===== src/inc/hhcs_regs.vh =====
// Purpose: constants for the host/hardware configuration select block
// Assumes: included by bare name from the design files
// Notes:   command register fields are five bits wide, D4..D0
`ifndef HHCS_REGS_VH
`define HHCS_REGS_VH

// Command register index within a channel (address bits 2:0)
`define HHCS_CR_STATUS 3'h0
`define HHCS_CR_TX     3'h1
`define HHCS_CR_RATE   3'h4

// Transmit control register fields
`define HHCS_F_TX_DRIVER_OFF   4
`define HHCS_F_AOS     3
`define HHCS_F_TXLEV   1
// Receive equalizer register field
`define HHCS_F_EQEN    0
// Receive control register fields
`define HHCS_F_RAIL    4
`define HHCS_F_RECEIVER_POWER_DOWN   2
`define HHCS_F_RXINV   1
// Rate and loopback register fields
`define HHCS_F_STS     3
`define HHCS_F_E3      2
`define HHCS_F_LLB     1
`define HHCS_F_RLB     0

// Register reset value
`define HHCS_CR_RST    5'h00

// Serial frame positions, counted in rising clock edges from zero
`define HHCS_CNT_ZERO  5'h00
`define HHCS_CNT_RW    5'h00
`define HHCS_CNT_A5    5'h06
`define HHCS_CNT_DUMMY 5'h07
`define HHCS_CNT_DATA  5'h08
`define HHCS_CNT_LAST  5'h0F
`define HHCS_CNT_DONE  5'h10

// Line symbol kinds in the encoder pipe
`define HHCS_SYM_ZERO  2'h0
`define HHCS_SYM_PULSE 2'h1
`define HHCS_SYM_VIOL  2'h2

// Zero run that triggers a substitution
`define HHCS_RUN_B3ZS  3'h3
`define HHCS_RUN_HDB3  3'h4

`endif


===== src/verilog/hhcs_config_select.v =====
// Purpose: host or hardware configuration source, serial port, datapath
// Assumes: pins are asynchronous; terminal and slicer logic on sys_clk
// Notes:   serial clock is oversampled; it must stay well below sys_clk/4
`timescale 1ns/1ps
`include "hhcs_regs.vh"

// Operation
// - Select pin low gives hardware mode
// - Hardware mode disables serial port, uses pins
// - Select pin high gives host mode
// - Host mode configures from serial command registers
// - Serial pins take alternate hardware roles
// - Hardware mode honours all per-channel pins
// - Host mode ignores per-channel pins except driver-off; tie low
// - Host mode driver-off pins switch all channels
// - B3ZS for DS3/STS-1, HDB3 for E3
// - Mark is one pulse, space none
// - Transmit accepts single or dual rail
// - Receive outputs positive, negative data, clock
// - Each channel rate set independently
// - One serial port shared by all channels
// - Serial input sampled on rising clock
// - Serial output changes on falling clock
// - Serial output released when select high
// - Read/write bit one reads, zero writes
// - Command register fields default to zero
module hhcs_config_select #(
   parameter NCH = 4
) (
   // Clock and reset
   input  wire             sys_clk,
   input  wire             rst_n,
   // Mode strap
   input  wire             configSourceSelect,
   // Shared serial port pins, dual use
   input  wire             chipSelectPin,
   input  wire             serialClockPin,
   input  wire             serialIn,
   input  wire             serialOutPin,
   output reg              serialOut,
   output wire             serialOutOe,
   input  wire             registerResetPin,
   // Hardware mode per-channel pins
   input  wire [NCH-1:0]   txOutputLevelSelect,
   input  wire [NCH-1:0]   txAllOnesSend,
   input  wire [NCH-1:0]   rxEqualizerEnable,
   input  wire [NCH-1:0]   remoteLoopback,
   input  wire [NCH-1:0]   localLoopback,
   input  wire [NCH-1:0]   sonetVsT3Select,
   input  wire [1:0]       eRateSelect,
   input  wire [NCH-1:0]   txDriverOff,
   // Channel status for the read-only register
   input  wire [5*NCH-1:0] chanStatus,
   // Terminal transmit side
   input  wire [NCH-1:0]   txBitStrobe,
   input  wire [NCH-1:0]   txPosIn,
   input  wire [NCH-1:0]   txNegIn,
   // Receiver slicer side
   input  wire [NCH-1:0]   rxSlicePos,
   input  wire [NCH-1:0]   rxSliceNeg,
   input  wire [NCH-1:0]   rxSliceClk,
   // Line transmit rails
   output reg  [NCH-1:0]   txLinePos,
   output reg  [NCH-1:0]   txLineNeg,
   // Terminal receive side
   output reg  [NCH-1:0]   rxPosData,
   output reg  [NCH-1:0]   rxNegData,
   output reg  [NCH-1:0]   rxRecoveredClock,
   // Resolved configuration
   output reg              hostMode,
   output reg  [NCH-1:0]   cfgRateE3,
   output reg  [NCH-1:0]   cfgRateSonet,
   output reg  [NCH-1:0]   cfgTxLevel,
   output reg  [NCH-1:0]   cfgAllOnes,
   output reg  [NCH-1:0]   cfgEqEnable,
   output reg  [NCH-1:0]   cfgRxPowerDown,
   output reg  [NCH-1:0]   cfgRxClkInvert,
   output reg  [NCH-1:0]   cfgSingleRail,
   output reg  [NCH-1:0]   cfgLocalLb,
   output reg  [NCH-1:0]   cfgRemoteLb,
   output reg  [NCH-1:0]   cfgTxOff
);

   // Synchroniser stages
   reg             selMeta_q;
   reg             selSync_q;
   reg             csMeta_q;
   reg             cs_q;
   reg             sclkMeta_q;
   reg             sclk_q;
   reg             sclkPrev_q;
   reg             sdiMeta_q;
   reg             sdi_q;
   reg             sdoMeta_q;
   reg             sdoPin_q;
   reg             regrMeta_q;
   reg             register_reset_pin_q;
   reg [NCH-1:0]   levMeta_q;
   reg [NCH-1:0]   lev_q;
   reg [NCH-1:0]   aosMeta_q;
   reg [NCH-1:0]   aos_q;
   reg [NCH-1:0]   eqMeta_q;
   reg [NCH-1:0]   eq_q;
   reg [NCH-1:0]   rlbMeta_q;
   reg [NCH-1:0]   rlb_q;
   reg [NCH-1:0]   llbMeta_q;
   reg [NCH-1:0]   llb_q;
   reg [NCH-1:0]   stsMeta_q;
   reg [NCH-1:0]   sts_q;
   reg [1:0]       e3Meta_q;
   reg [1:0]       e3_q;
   reg [NCH-1:0]   offMeta_q;
   reg [NCH-1:0]   off_q;

   // Serial engine state
   reg  [4:0]      bitCnt_q;
   reg  [7:0]      inShift_q;
   reg  [5:0]      addr_q;
   reg             readOp_q;
   reg  [4:0]      rdShift_q;
   reg  [4:0]      cmdReg_q [0:4*NCH-1];
   reg  [4:0]      rdValue;
   wire            sclkRise;
   wire            sclkFall;
   wire            xferActive;
   wire [2:0]      regSel;
   wire [1:0]      chSel;
   wire [2:0]      regOff;
   wire [5:0]      wrAddr;
   wire [4:0]      wrData;
   wire            wrHit;
   wire [NCH-1:0]  e3Hw;
   wire [NCH-1:0]  encPos;
   wire [NCH-1:0]  encNeg;
   integer         i;

   // Two-stage synchronisers for the strap, serial and hardware configuration pins
   always @(posedge sys_clk) begin
      selMeta_q  <= configSourceSelect;
      selSync_q  <= selMeta_q;
      csMeta_q   <= chipSelectPin;
      cs_q       <= csMeta_q;
      sclkMeta_q <= serialClockPin;
      sclk_q     <= sclkMeta_q;
      sclkPrev_q <= sclk_q;
      sdiMeta_q  <= serialIn;
      sdi_q      <= sdiMeta_q;
      sdoMeta_q  <= serialOutPin;
      sdoPin_q   <= sdoMeta_q;
      regrMeta_q <= registerResetPin;
      register_reset_pin_q     <= regrMeta_q;
      levMeta_q  <= txOutputLevelSelect;
      lev_q      <= levMeta_q;
      aosMeta_q  <= txAllOnesSend;
      aos_q      <= aosMeta_q;
      eqMeta_q   <= rxEqualizerEnable;
      eq_q       <= eqMeta_q;
      rlbMeta_q  <= remoteLoopback;
      rlb_q      <= rlbMeta_q;
      llbMeta_q  <= localLoopback;
      llb_q      <= llbMeta_q;
      stsMeta_q  <= sonetVsT3Select;
      sts_q      <= stsMeta_q;
      e3Meta_q   <= eRateSelect;
      e3_q       <= e3Meta_q;
      offMeta_q  <= txDriverOff;
      off_q      <= offMeta_q;
   end

   // Mode follows the strap: low hardware, high host
   always @(posedge sys_clk) begin
      if (!rst_n) begin
         hostMode <= 1'b0;
      end else begin
         hostMode <= selSync_q;
      end
   end

   // Serial clock edges and frame qualifier
   assign sclkRise   = sclk_q & ~sclkPrev_q;
   assign sclkFall   = ~sclk_q & sclkPrev_q;
   assign xferActive = hostMode & ~cs_q;

   // Address decode: channel in bits 4:3, register in bits 2:0
   assign wrAddr = {sdi_q, inShift_q[7:3]};
   assign regSel = addr_q[2:0];
   assign chSel  = addr_q[4:3];
   assign regOff = regSel - `HHCS_CR_TX;
   assign wrData = inShift_q[5:1];
   assign wrHit  = (regSel >= `HHCS_CR_TX) && (regSel <= `HHCS_CR_RATE)
                   && !addr_q[5];

   // Bit counter, shifter and read/write capture
   always @(posedge sys_clk) begin
      if (!rst_n || !xferActive) begin
         bitCnt_q  <= `HHCS_CNT_ZERO;
         inShift_q <= 8'h00;
         readOp_q  <= 1'b0;
      end else if (sclkRise) begin
         inShift_q <= {sdi_q, inShift_q[7:1]};
         if (bitCnt_q != `HHCS_CNT_DONE) begin
            bitCnt_q <= bitCnt_q + 5'h01;
         end
         if (bitCnt_q == `HHCS_CNT_RW) begin
            readOp_q <= sdi_q;
         end
      end
   end

   // Address latch at the last address bit
   always @(posedge sys_clk) begin
      if (!rst_n) begin
         addr_q <= 6'h00;
      end else if (xferActive && sclkRise && bitCnt_q == `HHCS_CNT_A5) begin
         addr_q <= wrAddr;
      end
   end

   // Read source: status, command register, or zero
   always @* begin
      rdValue = 5'h00;
      if (regSel == `HHCS_CR_STATUS) begin
         rdValue = chanStatus[5 * chSel +: 5];
      end else if (wrHit) begin
         rdValue = cmdReg_q[{chSel, regOff[1:0]}];
      end
   end

   // Command registers, written on the last data bit
   always @(posedge sys_clk) begin
      if (!rst_n || (hostMode && !register_reset_pin_q)) begin
         for (i = 0; i < 4 * NCH; i = i + 1) begin
            cmdReg_q[i] <= `HHCS_CR_RST;
         end
      end else if (xferActive && sclkRise && bitCnt_q == `HHCS_CNT_LAST
                   && !readOp_q && wrHit) begin
         // Data arrives D0 first; keep D4..D0
         cmdReg_q[{chSel, regOff[1:0]}] <= wrData;
      end
   end

   // Read data shifted out on falling serial clock edges
   always @(posedge sys_clk) begin
      if (!rst_n || !xferActive) begin
         rdShift_q <= 5'h00;
         serialOut <= 1'b0;
      end else if (sclkRise && bitCnt_q == `HHCS_CNT_DUMMY) begin
         rdShift_q <= rdValue;
      end else if (sclkFall && readOp_q && bitCnt_q >= `HHCS_CNT_DATA) begin
         serialOut <= rdShift_q[0];
         rdShift_q <= {1'b0, rdShift_q[4:1]};
      end
   end

   // Drive only during the data phase of a read
   assign serialOutOe = xferActive & readOp_q
                        & (bitCnt_q > `HHCS_CNT_DATA);

   // Serial data pins double as rate selects for channels 0 and 1
   assign e3Hw = {e3_q, sdi_q, sdoPin_q};

   // Per-channel configuration, datapath and loopbacks
   genvar n;
   generate
      for (n = 0; n < NCH; n = n + 1) begin : gChan
         // Resolve each channel on its own source
         always @(posedge sys_clk) begin
            if (!rst_n) begin
               cfgRateE3[n]      <= 1'b0;
               cfgRateSonet[n]   <= 1'b0;
               cfgTxLevel[n]     <= 1'b0;
               cfgAllOnes[n]     <= 1'b0;
               cfgEqEnable[n]    <= 1'b0;
               cfgRxPowerDown[n] <= 1'b0;
               cfgRxClkInvert[n] <= 1'b0;
               cfgSingleRail[n]  <= 1'b0;
               cfgLocalLb[n]     <= 1'b0;
               cfgRemoteLb[n]    <= 1'b0;
               cfgTxOff[n]       <= 1'b0;
            end else if (hostMode) begin
               // Pins other than driver-off are ignored here
               cfgRateE3[n]      <= cmdReg_q[4*n+3][`HHCS_F_E3];
               cfgRateSonet[n]   <= cmdReg_q[4*n+3][`HHCS_F_STS];
               cfgLocalLb[n]     <= cmdReg_q[4*n+3][`HHCS_F_LLB];
               cfgRemoteLb[n]    <= cmdReg_q[4*n+3][`HHCS_F_RLB];
               cfgTxLevel[n]     <= cmdReg_q[4*n][`HHCS_F_TXLEV];
               cfgAllOnes[n]     <= cmdReg_q[4*n][`HHCS_F_AOS];
               cfgEqEnable[n]    <= cmdReg_q[4*n+1][`HHCS_F_EQEN];
               cfgRxPowerDown[n] <= cmdReg_q[4*n+2][`HHCS_F_RECEIVER_POWER_DOWN];
               cfgRxClkInvert[n] <= cmdReg_q[4*n+2][`HHCS_F_RXINV];
               cfgSingleRail[n]  <= cmdReg_q[4*n+2][`HHCS_F_RAIL];
               // Any driver-off pin silences every channel together
               cfgTxOff[n] <= (|off_q) | cmdReg_q[4*n][`HHCS_F_TX_DRIVER_OFF];
            end else begin
               cfgRateE3[n]      <= e3Hw[n];
               cfgRateSonet[n]   <= sts_q[n];
               cfgLocalLb[n]     <= llb_q[n];
               cfgRemoteLb[n]    <= rlb_q[n];
               cfgTxLevel[n]     <= lev_q[n];
               cfgAllOnes[n]     <= aos_q[n];
               cfgEqEnable[n]    <= eq_q[n];
               cfgRxPowerDown[n] <= sclk_q;
               cfgRxClkInvert[n] <= register_reset_pin_q;
               cfgSingleRail[n]  <= cs_q;
               cfgTxOff[n]       <= off_q[n];
            end
         end

         // Channel line encoder
         hhcs_line_encoder uEnc (
            .sys_clk    (sys_clk),
            .rst_n      (rst_n),
            .bitStrobe  (txBitStrobe[n]),
            .dataIn     (txPosIn[n]),
            .negIn      (txNegIn[n]),
            .singleRail (cfgSingleRail[n]),
            .rateE3     (cfgRateE3[n]),
            .allOnes    (cfgAllOnes[n]),
            .encPos_q   (encPos[n]),
            .encNeg_q   (encNeg[n])
         );

         // Line drivers with remote loopback and driver-off
         always @(posedge sys_clk) begin
            if (!rst_n || cfgTxOff[n]) begin
               txLinePos[n] <= 1'b0;
               txLineNeg[n] <= 1'b0;
            end else if (cfgRemoteLb[n]) begin
               txLinePos[n] <= rxSlicePos[n];
               txLineNeg[n] <= rxSliceNeg[n];
            end else begin
               txLinePos[n] <= encPos[n];
               txLineNeg[n] <= encNeg[n];
            end
         end

         // Terminal receive outputs with local loopback
         always @(posedge sys_clk) begin
            if (!rst_n || cfgRxPowerDown[n]) begin
               rxPosData[n]        <= 1'b0;
               rxNegData[n]        <= 1'b0;
               rxRecoveredClock[n] <= 1'b0;
            end else begin
               rxPosData[n] <= cfgLocalLb[n] ? encPos[n] : rxSlicePos[n];
               rxNegData[n] <= cfgLocalLb[n] ? encNeg[n] : rxSliceNeg[n];
               rxRecoveredClock[n] <= rxSliceClk[n] ^ cfgRxClkInvert[n];
            end
         end
      end
   endgenerate

endmodule // hhcs_config_select


===== src/verilog/hhcs_line_encoder.v =====
// Purpose: one channel transmit framing, single or dual rail to line rails
// Assumes: bitStrobe marks one terminal bit, same clock as sys_clk
// Notes:   four symbol pipe delays single-rail data by four bits
`timescale 1ns/1ps
`include "hhcs_regs.vh"

module hhcs_line_encoder (
   // Clock and reset
   input  wire       sys_clk,
   input  wire       rst_n,
   // Terminal side
   input  wire       bitStrobe,
   input  wire       dataIn,
   input  wire       negIn,
   // Configuration
   input  wire       singleRail,
   input  wire       rateE3,
   input  wire       allOnes,
   // Encoded rails
   output reg        encPos_q,
   output reg        encNeg_q
);

   reg  [7:0] pipe_q;
   reg  [7:0] pipe_d;
   reg  [2:0] zeroRun_q;
   reg  [2:0] zeroRun_d;
   reg        oddPulses_q;
   reg        oddPulses_d;
   reg        lastPol_q;
   reg        bitIn;
   reg  [2:0] runLen;
   wire [1:0] oldSym;

   assign oldSym = pipe_q[7:6];

   // Substitution of long zero runs
   always @* begin
      bitIn       = allOnes | dataIn;
      runLen      = rateE3 ? `HHCS_RUN_HDB3 : `HHCS_RUN_B3ZS;
      pipe_d      = {pipe_q[5:0], bitIn ? `HHCS_SYM_PULSE : `HHCS_SYM_ZERO};
      oddPulses_d = oddPulses_q ^ bitIn;
      zeroRun_d   = bitIn ? 3'h0 : zeroRun_q + 3'h1;
      if (!bitIn && zeroRun_d == runLen) begin
         // Odd count since last violation: zeros then V, else B then V
         pipe_d[1:0] = `HHCS_SYM_VIOL;
         pipe_d[2 * (runLen - 3'h1) +: 2] =
            oddPulses_q ? `HHCS_SYM_ZERO : `HHCS_SYM_PULSE;
         zeroRun_d   = 3'h0;
         oddPulses_d = 1'b0;
      end
   end

   // Pipe state and rail drive, one symbol per strobe
   always @(posedge sys_clk) begin
      if (!rst_n) begin
         pipe_q      <= 8'h00;
         zeroRun_q   <= 3'h0;
         oddPulses_q <= 1'b0;
         lastPol_q   <= 1'b0;
         encPos_q    <= 1'b0;
         encNeg_q    <= 1'b0;
      end else if (bitStrobe) begin
         if (!singleRail) begin
            // Dual rail passes through; both rails high is no pulse
            encPos_q <= dataIn & ~negIn;
            encNeg_q <= negIn & ~dataIn;
         end else begin
            pipe_q      <= pipe_d;
            zeroRun_q   <= zeroRun_d;
            oddPulses_q <= oddPulses_d;
            case (oldSym)
               `HHCS_SYM_PULSE: begin
                  // Mark alternates polarity
                  encPos_q  <= ~lastPol_q;
                  encNeg_q  <= lastPol_q;
                  lastPol_q <= ~lastPol_q;
               end
               `HHCS_SYM_VIOL: begin
                  // Violation repeats the last polarity
                  encPos_q <= lastPol_q;
                  encNeg_q <= ~lastPol_q;
               end
               default: begin
                  // Space is no pulse
                  encPos_q <= 1'b0;
                  encNeg_q <= 1'b0;
               end
            endcase
         end
      end
   end

endmodule // hhcs_line_encoder


===== config.mk =====
export PLATFORM = sky130hd
export DESIGN_NAME = hhcs_config_select
export DESIGN_NICKNAME = d
export VERILOG_FILES = /design/src/verilog/hhcs_config_select.v /design/src/verilog/hhcs_line_encoder.v
export VERILOG_INCLUDE_DIRS = /design/src /design/src/inc
export SDC_FILE = /design/constraint.sdc
export NUM_CORES = 1
export LEC_CHECK = 0
export ABC_AREA = 1
export BUFFER_PORTS_ARGS = -buffer_cell sky130_fd_sc_hd__buf_2
export CAP_MARGIN = 20
export CORE_MARGIN = 5
export CORE_UTILIZATION = 45
export CTS_BUF_LIST = sky130_fd_sc_hd__clkbuf_4 sky130_fd_sc_hd__clkbuf_8
export DETAILED_ROUTE_END_ITERATION = 10
export REMOVE_ABC_BUFFERS = 1
export SLEW_MARGIN = 20
export SYNTH_ARGS = -nofsm -noshare
export SYNTH_HDL_FRONTEND = slang
export SYNTH_SLANG_ARGS = --single-unit

===== constraint.sdc =====
create_clock -name sys_clk -period 2.3 [get_ports sys_clk]
set_input_delay 0.345 -clock sys_clk [delete_from_list [all_inputs] [get_ports sys_clk]]
set_output_delay 0.345 -clock sys_clk [all_outputs]
set_load 0.01 [all_outputs]

Word level (Yosys, flattened, before mapping)
Memories as Yosys holds them, arrays and structs flattened. Index checks and enable logic that the tools add are counted.

Register bits after elaboration: 224. Memory bits (writable): 80. Input bits: 82. Memories: 1.

$add $sub $neg: 14. Multipliers: 1. Magnitude comparators: 4. Equality and inequality tests: 16. Shift-type cells: 9. Muxes and demuxes: 120. Bitwise logic cells: 45. Reduce and logical (&&, ||, !) cells: 50.

Memory list: cmdReg_q (depth 16, bits a word 5, read ports 17, clocked after memory_dff 0, write ports 16, line hhcs_config_select.v:121) `reg [4:0] cmdReg_q [0:4*NCH-1];`.

Operator list (count): 32-bit negator with 34-bit output (4); 2-bit by 34-bit variable shift with 8-bit output, first input constant (4); 2-bit by 34-bit indexed part select with 8-bit output (4); 1-bit two-way mux (86); 3-bit two-way mux (12); 8-bit bitwise mux (4); 8-bit two-way mux (4); 5-bit two-way mux (5); 20-bit by 6-bit indexed part select with 5-bit output (1); 1-bit inverter (16); 1-bit one-hot mux with 2 select lines (8); 3-bit by 1-bit subtractor with 4-bit output, second input constant (4); 1-bit logical AND (15); 2-bit AND reduction (7); 1-bit AND (13); 3-bit by 1-bit adder with 3-bit output, second input constant (4); 3-bit == test (4); 3-bit AND reduction (4); 5-bit by 3-bit == test with 1-bit output, second input constant (2); 1-bit logical OR (10); 1-bit logical NOT (9); 2-bit by 1-bit == test with 1-bit output, second input constant (4); 2-bit == test, second input constant (4); 1-bit OR (8); other kinds (16) (23).

Longest topological paths before layout
Depth after elaboration: 11. Depth in mapped cells: 15.

Cells and area by module
From an unflattened synthesis, not the netlist that was laid out.

Cell total of the unflattened synthesis: 1386. Area, all modules: 12101.6 µm².

By module, submodules not included: hhcs_config_select (times used 1, cells each 958, area an instance 9008.6 µm², sequential area each 5665.4 µm²); hhcs_line_encoder (times used 4, cells each 107, area an instance 773.2 µm², sequential area each 300.3 µm²).

Worst setup path after synthesis
Ideal clock, no wire load.

Path type: reg2reg. From: register addr_q[0]. To: register rdShift_q[4]. Setup time: 0.070 ns. Data arrival time: 1.968 ns. Path slack: 0.261 ns. Stages on the path, launching flop included: 14. Period minus slack after synthesis: 2.039 ns. Cells stage by stage: dfxtp_1 -> buf_2 -> inv_2 -> buf_2 -> ha_1 -> buf_2 -> inv_1 -> buf_2 -> o21ai_0 -> nor2_1 -> o21ai_0 -> o21ai_0 -> nand2_1 -> a21oi_1.

Cells in the longest elaborated chain, start to end: 6.

RTL lines: start, declared (line hhcs_config_select.v:118) `reg [5:0] addr_q;`; start signal, assigned (line hhcs_config_select.v:215) `addr_q <= wrAddr;`; parallel branches: the longest is 4 deep, another holds memory 16 x 5 bit; 5-bit two-way mux * (line hhcs_config_select.v:222) `` if (regSel == `HHCS_CR_STATUS) begin ``; 5-bit two-way mux * (line hhcs_config_select.v:247) `` end else if (sclkRise && bitCnt_q == `HHCS_CNT_DUMMY) begin ``; end signal, assigned (line hhcs_config_select.v:248) `rdShift_q <= rdValue;`; end signal, assigned (line hhcs_config_select.v:251) `rdShift_q <= {1'b0, rdShift_q[4:1]};`; end, declared (line hhcs_config_select.v:120) `reg [4:0] rdShift_q;`.

Every way passes the cells marked *. A chain may end at the register's enable or synchronous reset.

==> results by group <==
Floorplan
  – Core region area: 25900 um2
  – Initial Utilization: 45.6%
  – Num rows: 59
  – Num ports: 149
  – Die Y: 172 um
  – Die W: 172 um
  – Die Area: 29600 um2

Setup path
  – Crit path DAT: 2.41 ns
  – Critical path endpoint category: flop
  – CP startpoint kind: flop
  – R2r setup slk: 0.16 ns
  – Worst-path maximum fanout: 6
  – CP required: 2.57 ns
  – R2R cell count: 10
  – Crit path kind: reg -> reg

Final layout
  – ANT cells: 0
  – Nets: 1650
  – Synthesis-to-layout area growth: 22.5%
  – Utilization after layout: 55.8%
  – Share of post-route cells with drive strength above 1: 20.6%
  – Fillers: 2361
  – Finished Layout Cells: 1932

Placed design
  – Inst Count DP: 1797
  – RD Place Congestion: 0.837
  – HPWL Detailed: 19100 um
  – IO Port Bufs: 148

CTS
  – # clock sinks: 303
  – Clock root cell: clkbuf_8
  – Setup Buffers After CTS: 0
  – CTS max path bufs: 3
  – Clock Latency Late Sink: 0.57 ns
  – H-tree levels: 2
  – CTS clk-pin slew, worst paths: 0.06 ns
  – CTS buffer count: 50
  – CTS tree: yes

Hold path
  – Hold WC Path Type: in -> reg
  – Hold Path Cell Cnt: 3

Pwr
  – PwrDens: 804 nW/um2
  – Peak VDD IR: 400 uV
  – Leakage: 6.40 nW

Logic synthesis
  – Cells after synthesis: 1349
  – Synth area leaders: dfxtp_1, edfxtp_1, nand2_1
  – Yosys synthesis warning count: 0
  – FF+latch count, synth: 303
  – Cell taking the most area after synthesis: dfxtp_1
  – Syn Std Cell Area: 11800 um2
  – Synth cell types: 39
  – Seq/Total Area, Yosys: 58.2%
  – Avg Inst Size Synth: 8.75 um2
  – Area share of the largest cell type after synthesis: 37.8%

Drt
  – DRT antenna net count: 0
  – DR vias/cell: 4.85
  – Via count: 9373
  – First DRT Iteration DRCs: 476
  – Wire per inst: 14.8 um
  – Total wire length: 28700 um
  – DRC viols: 0
  – Pre-antenna DRT Iters: 5

Global routing
  – GRT Total Usage: 19.2%
  – Vias in the first global route: 9045
  – Grt ovf: 0
  – Largest net degree at the start of global routing: 83
  – First-pass GRT wire length: 45500 um
  – Initial antenna violation count: 0

STA
  – Final Hold Viols: 0
  – Min Tclk post-route: 2.14 ns
  – Setup_tns: 0 ns
  – Clk_skew: 0.0204 ns
  – RSZ-0062 raised after global routing: no
  – Slew @ Worst Pin: 0.799 ns
  – Setup-failing EPs final: 0
  – Final period util: 92.9%
  – Slew margin rel.: 46.7%
  – Max Freq: 0.468 GHz
  – Slew Limit Fails: 0

Status
  – Run status: finished, final reports clean

Flow run
  – MaxCap Viol Count: 0
-- logic make-up (layout without fill, tap and decap cells) --
kind of cell	after synthesis	count (layout)	share of synthesized area (%)
AOI/OAI and AO/OA	242	242	11.1
xor gates and xnor gates	6	6	0.445
adders and majority gates	13	13	1.38
buffers and inverters	189	437	6.80
DFF	303	303	58.2
and+or+nand+nor	596	596	22.1
-- critical path: stages (launching register included) --
cell	delay (ns)
dfxtp_2	0.34
ha_2	0.19
nand2_2	0.08
nor2_1	0.11
ha_1	0.14
nand2_1	0.09
nor3_4	0.23
nand2_4	0.18
nor2_8	0.27
nand2_4	0.11
nand2_4	0.10
-- final cells by class --
class                           count  area, um2  area share (%)
Clock inverter                     19        170            1.18
Timing Repair Buffer              218       1390            9.64
Inverter                          125        474            3.28
Multi-Input combinational cell    857       4190            29.0
Tap cell                          335        419            2.90
Clock buffer                       75        945            6.53
Sequential cell                   303       6870            47.5
-- per-layer routing --
layer | routed length, um | share of wire [%] | track usage [%] | up-vias
li1 | - | - | - | 4812
met1 | 13100 | 46 | 26.1 | 4286
met2 | 13500 | 47 | 32.0 | 241
met3 | 1710 | 6.0 | 3.45 | 34
met4 | 401 | 1.4 | 4.55 | 0
met5 | 0 | 0 | 0 | -
-- path summary, 6_finish.rpt --
| kind | to | start |
|---|---|---|
| worst max-delay path | cmdReg_q[3][3]$_SDFFCE_PN0P_ | bitCnt_q[1]$_SDFFE_PP0P_ |
| worst min-delay path | rxRecoveredClock[3]$_SDFF_PP0_ | rxSliceClk[3] |
| worst max register to register | cmdReg_q[3][3]$_SDFFCE_PN0P_ | bitCnt_q[1]$_SDFFE_PP0P_ |
| worst min register to register | eq_q[0]$_DFF_P_ | eqMeta_q[0]$_DFF_P_ |
-- cells in the final DEF, fill, tap and decap left out, types with 11 or more instances in the layout --
cell and n:
nand2_1 261, dfxtp_1 220, nor2_1 198, buf_2 148, inv_1 118, a21oi_1 105, o21ai_0 95, edfxtp_1 80
clkbuf_8 61, nand3_1 59, dlygate4sd3_1 41, buf_4 27, nand2_2 19, nand2_4 15, clkinv_2 14, clkbuf_4 14
o211ai_1 12, ha_1 12, nor3_1 11
-- synth_stat cells --
library cell,instances
o211ai_1,12
nand4_1,8
nor3_1,11
nor4_1,7
nor2_2,1
a21oi_1,105
dfxtp_1,223
a22oi_1,4
a21boi_0,1
o21ai_1,1
edfxtp_1,80
a31oi_1,5
or2_2,10
nand3_1,59
o22ai_1,2
inv_6,1
nor2_8,5
clkbuf_1,33
xnor2_1,4
buf_2,13
o21ai_0,95
a21o_1,1
a211oi_1,8
nor3_4,2
nand2_4,13
o21ai_2,1
ha_1,13
xor2_1,2
buf_6,2
inv_1,118
o2111ai_1,5
buf_1,1
clkinv_1,5
nor2_1,198
nand2_2,5
inv_2,1
nand2_1,277
buf_4,15
o31ai_1,2
-- power by group --
part | leakage, nW | internal (mW) | switching, mW
sequential | 2.72 | 5.70 | 0.109
clock | 0.606 | 2.98 | 2.12
combinational | 3.07 | 0.289 | 0.422
total | 6.40 | 8.97 | 2.65
-- registers in the layout, summed over array words and instances (netlist names), 5 cells and up --
register,cells
cmdReg_q,80
addr_q,6
rdShift_q,5
gChan.uEnc.zeroRun_q,12
inShift_q,7
gChan.uEnc.pipe_q,32
bitCnt_q,5
-- metrics by stage --
step | hold WS (ns) | setup slack (ns) | total power [mW] | area, um2
floorplan | 0.310 | -0.931 | 6.25 | 11500
global placement | 0.310 | 0.0728 | 6.57 | 12900
detailed placement | 0.312 | -0.00148 | 6.58 | 12900
CTS | 0.00856 | 0.0106 | 11.8 | 14400
finish | 0.0314 | 0.163 | 11.6 | 14500
global route | 0.0217 | 0.0127 | 12.1 | 14500
-- timing repair --
item                       in CTS  in global routing
setup endpoints to repair       5                 89
hold buffers                   41                  0
pin swaps                       0                  5
resized for setup               1                 20
hold endpoints to repair       43                  0
(Power assumes the default switching activity.)
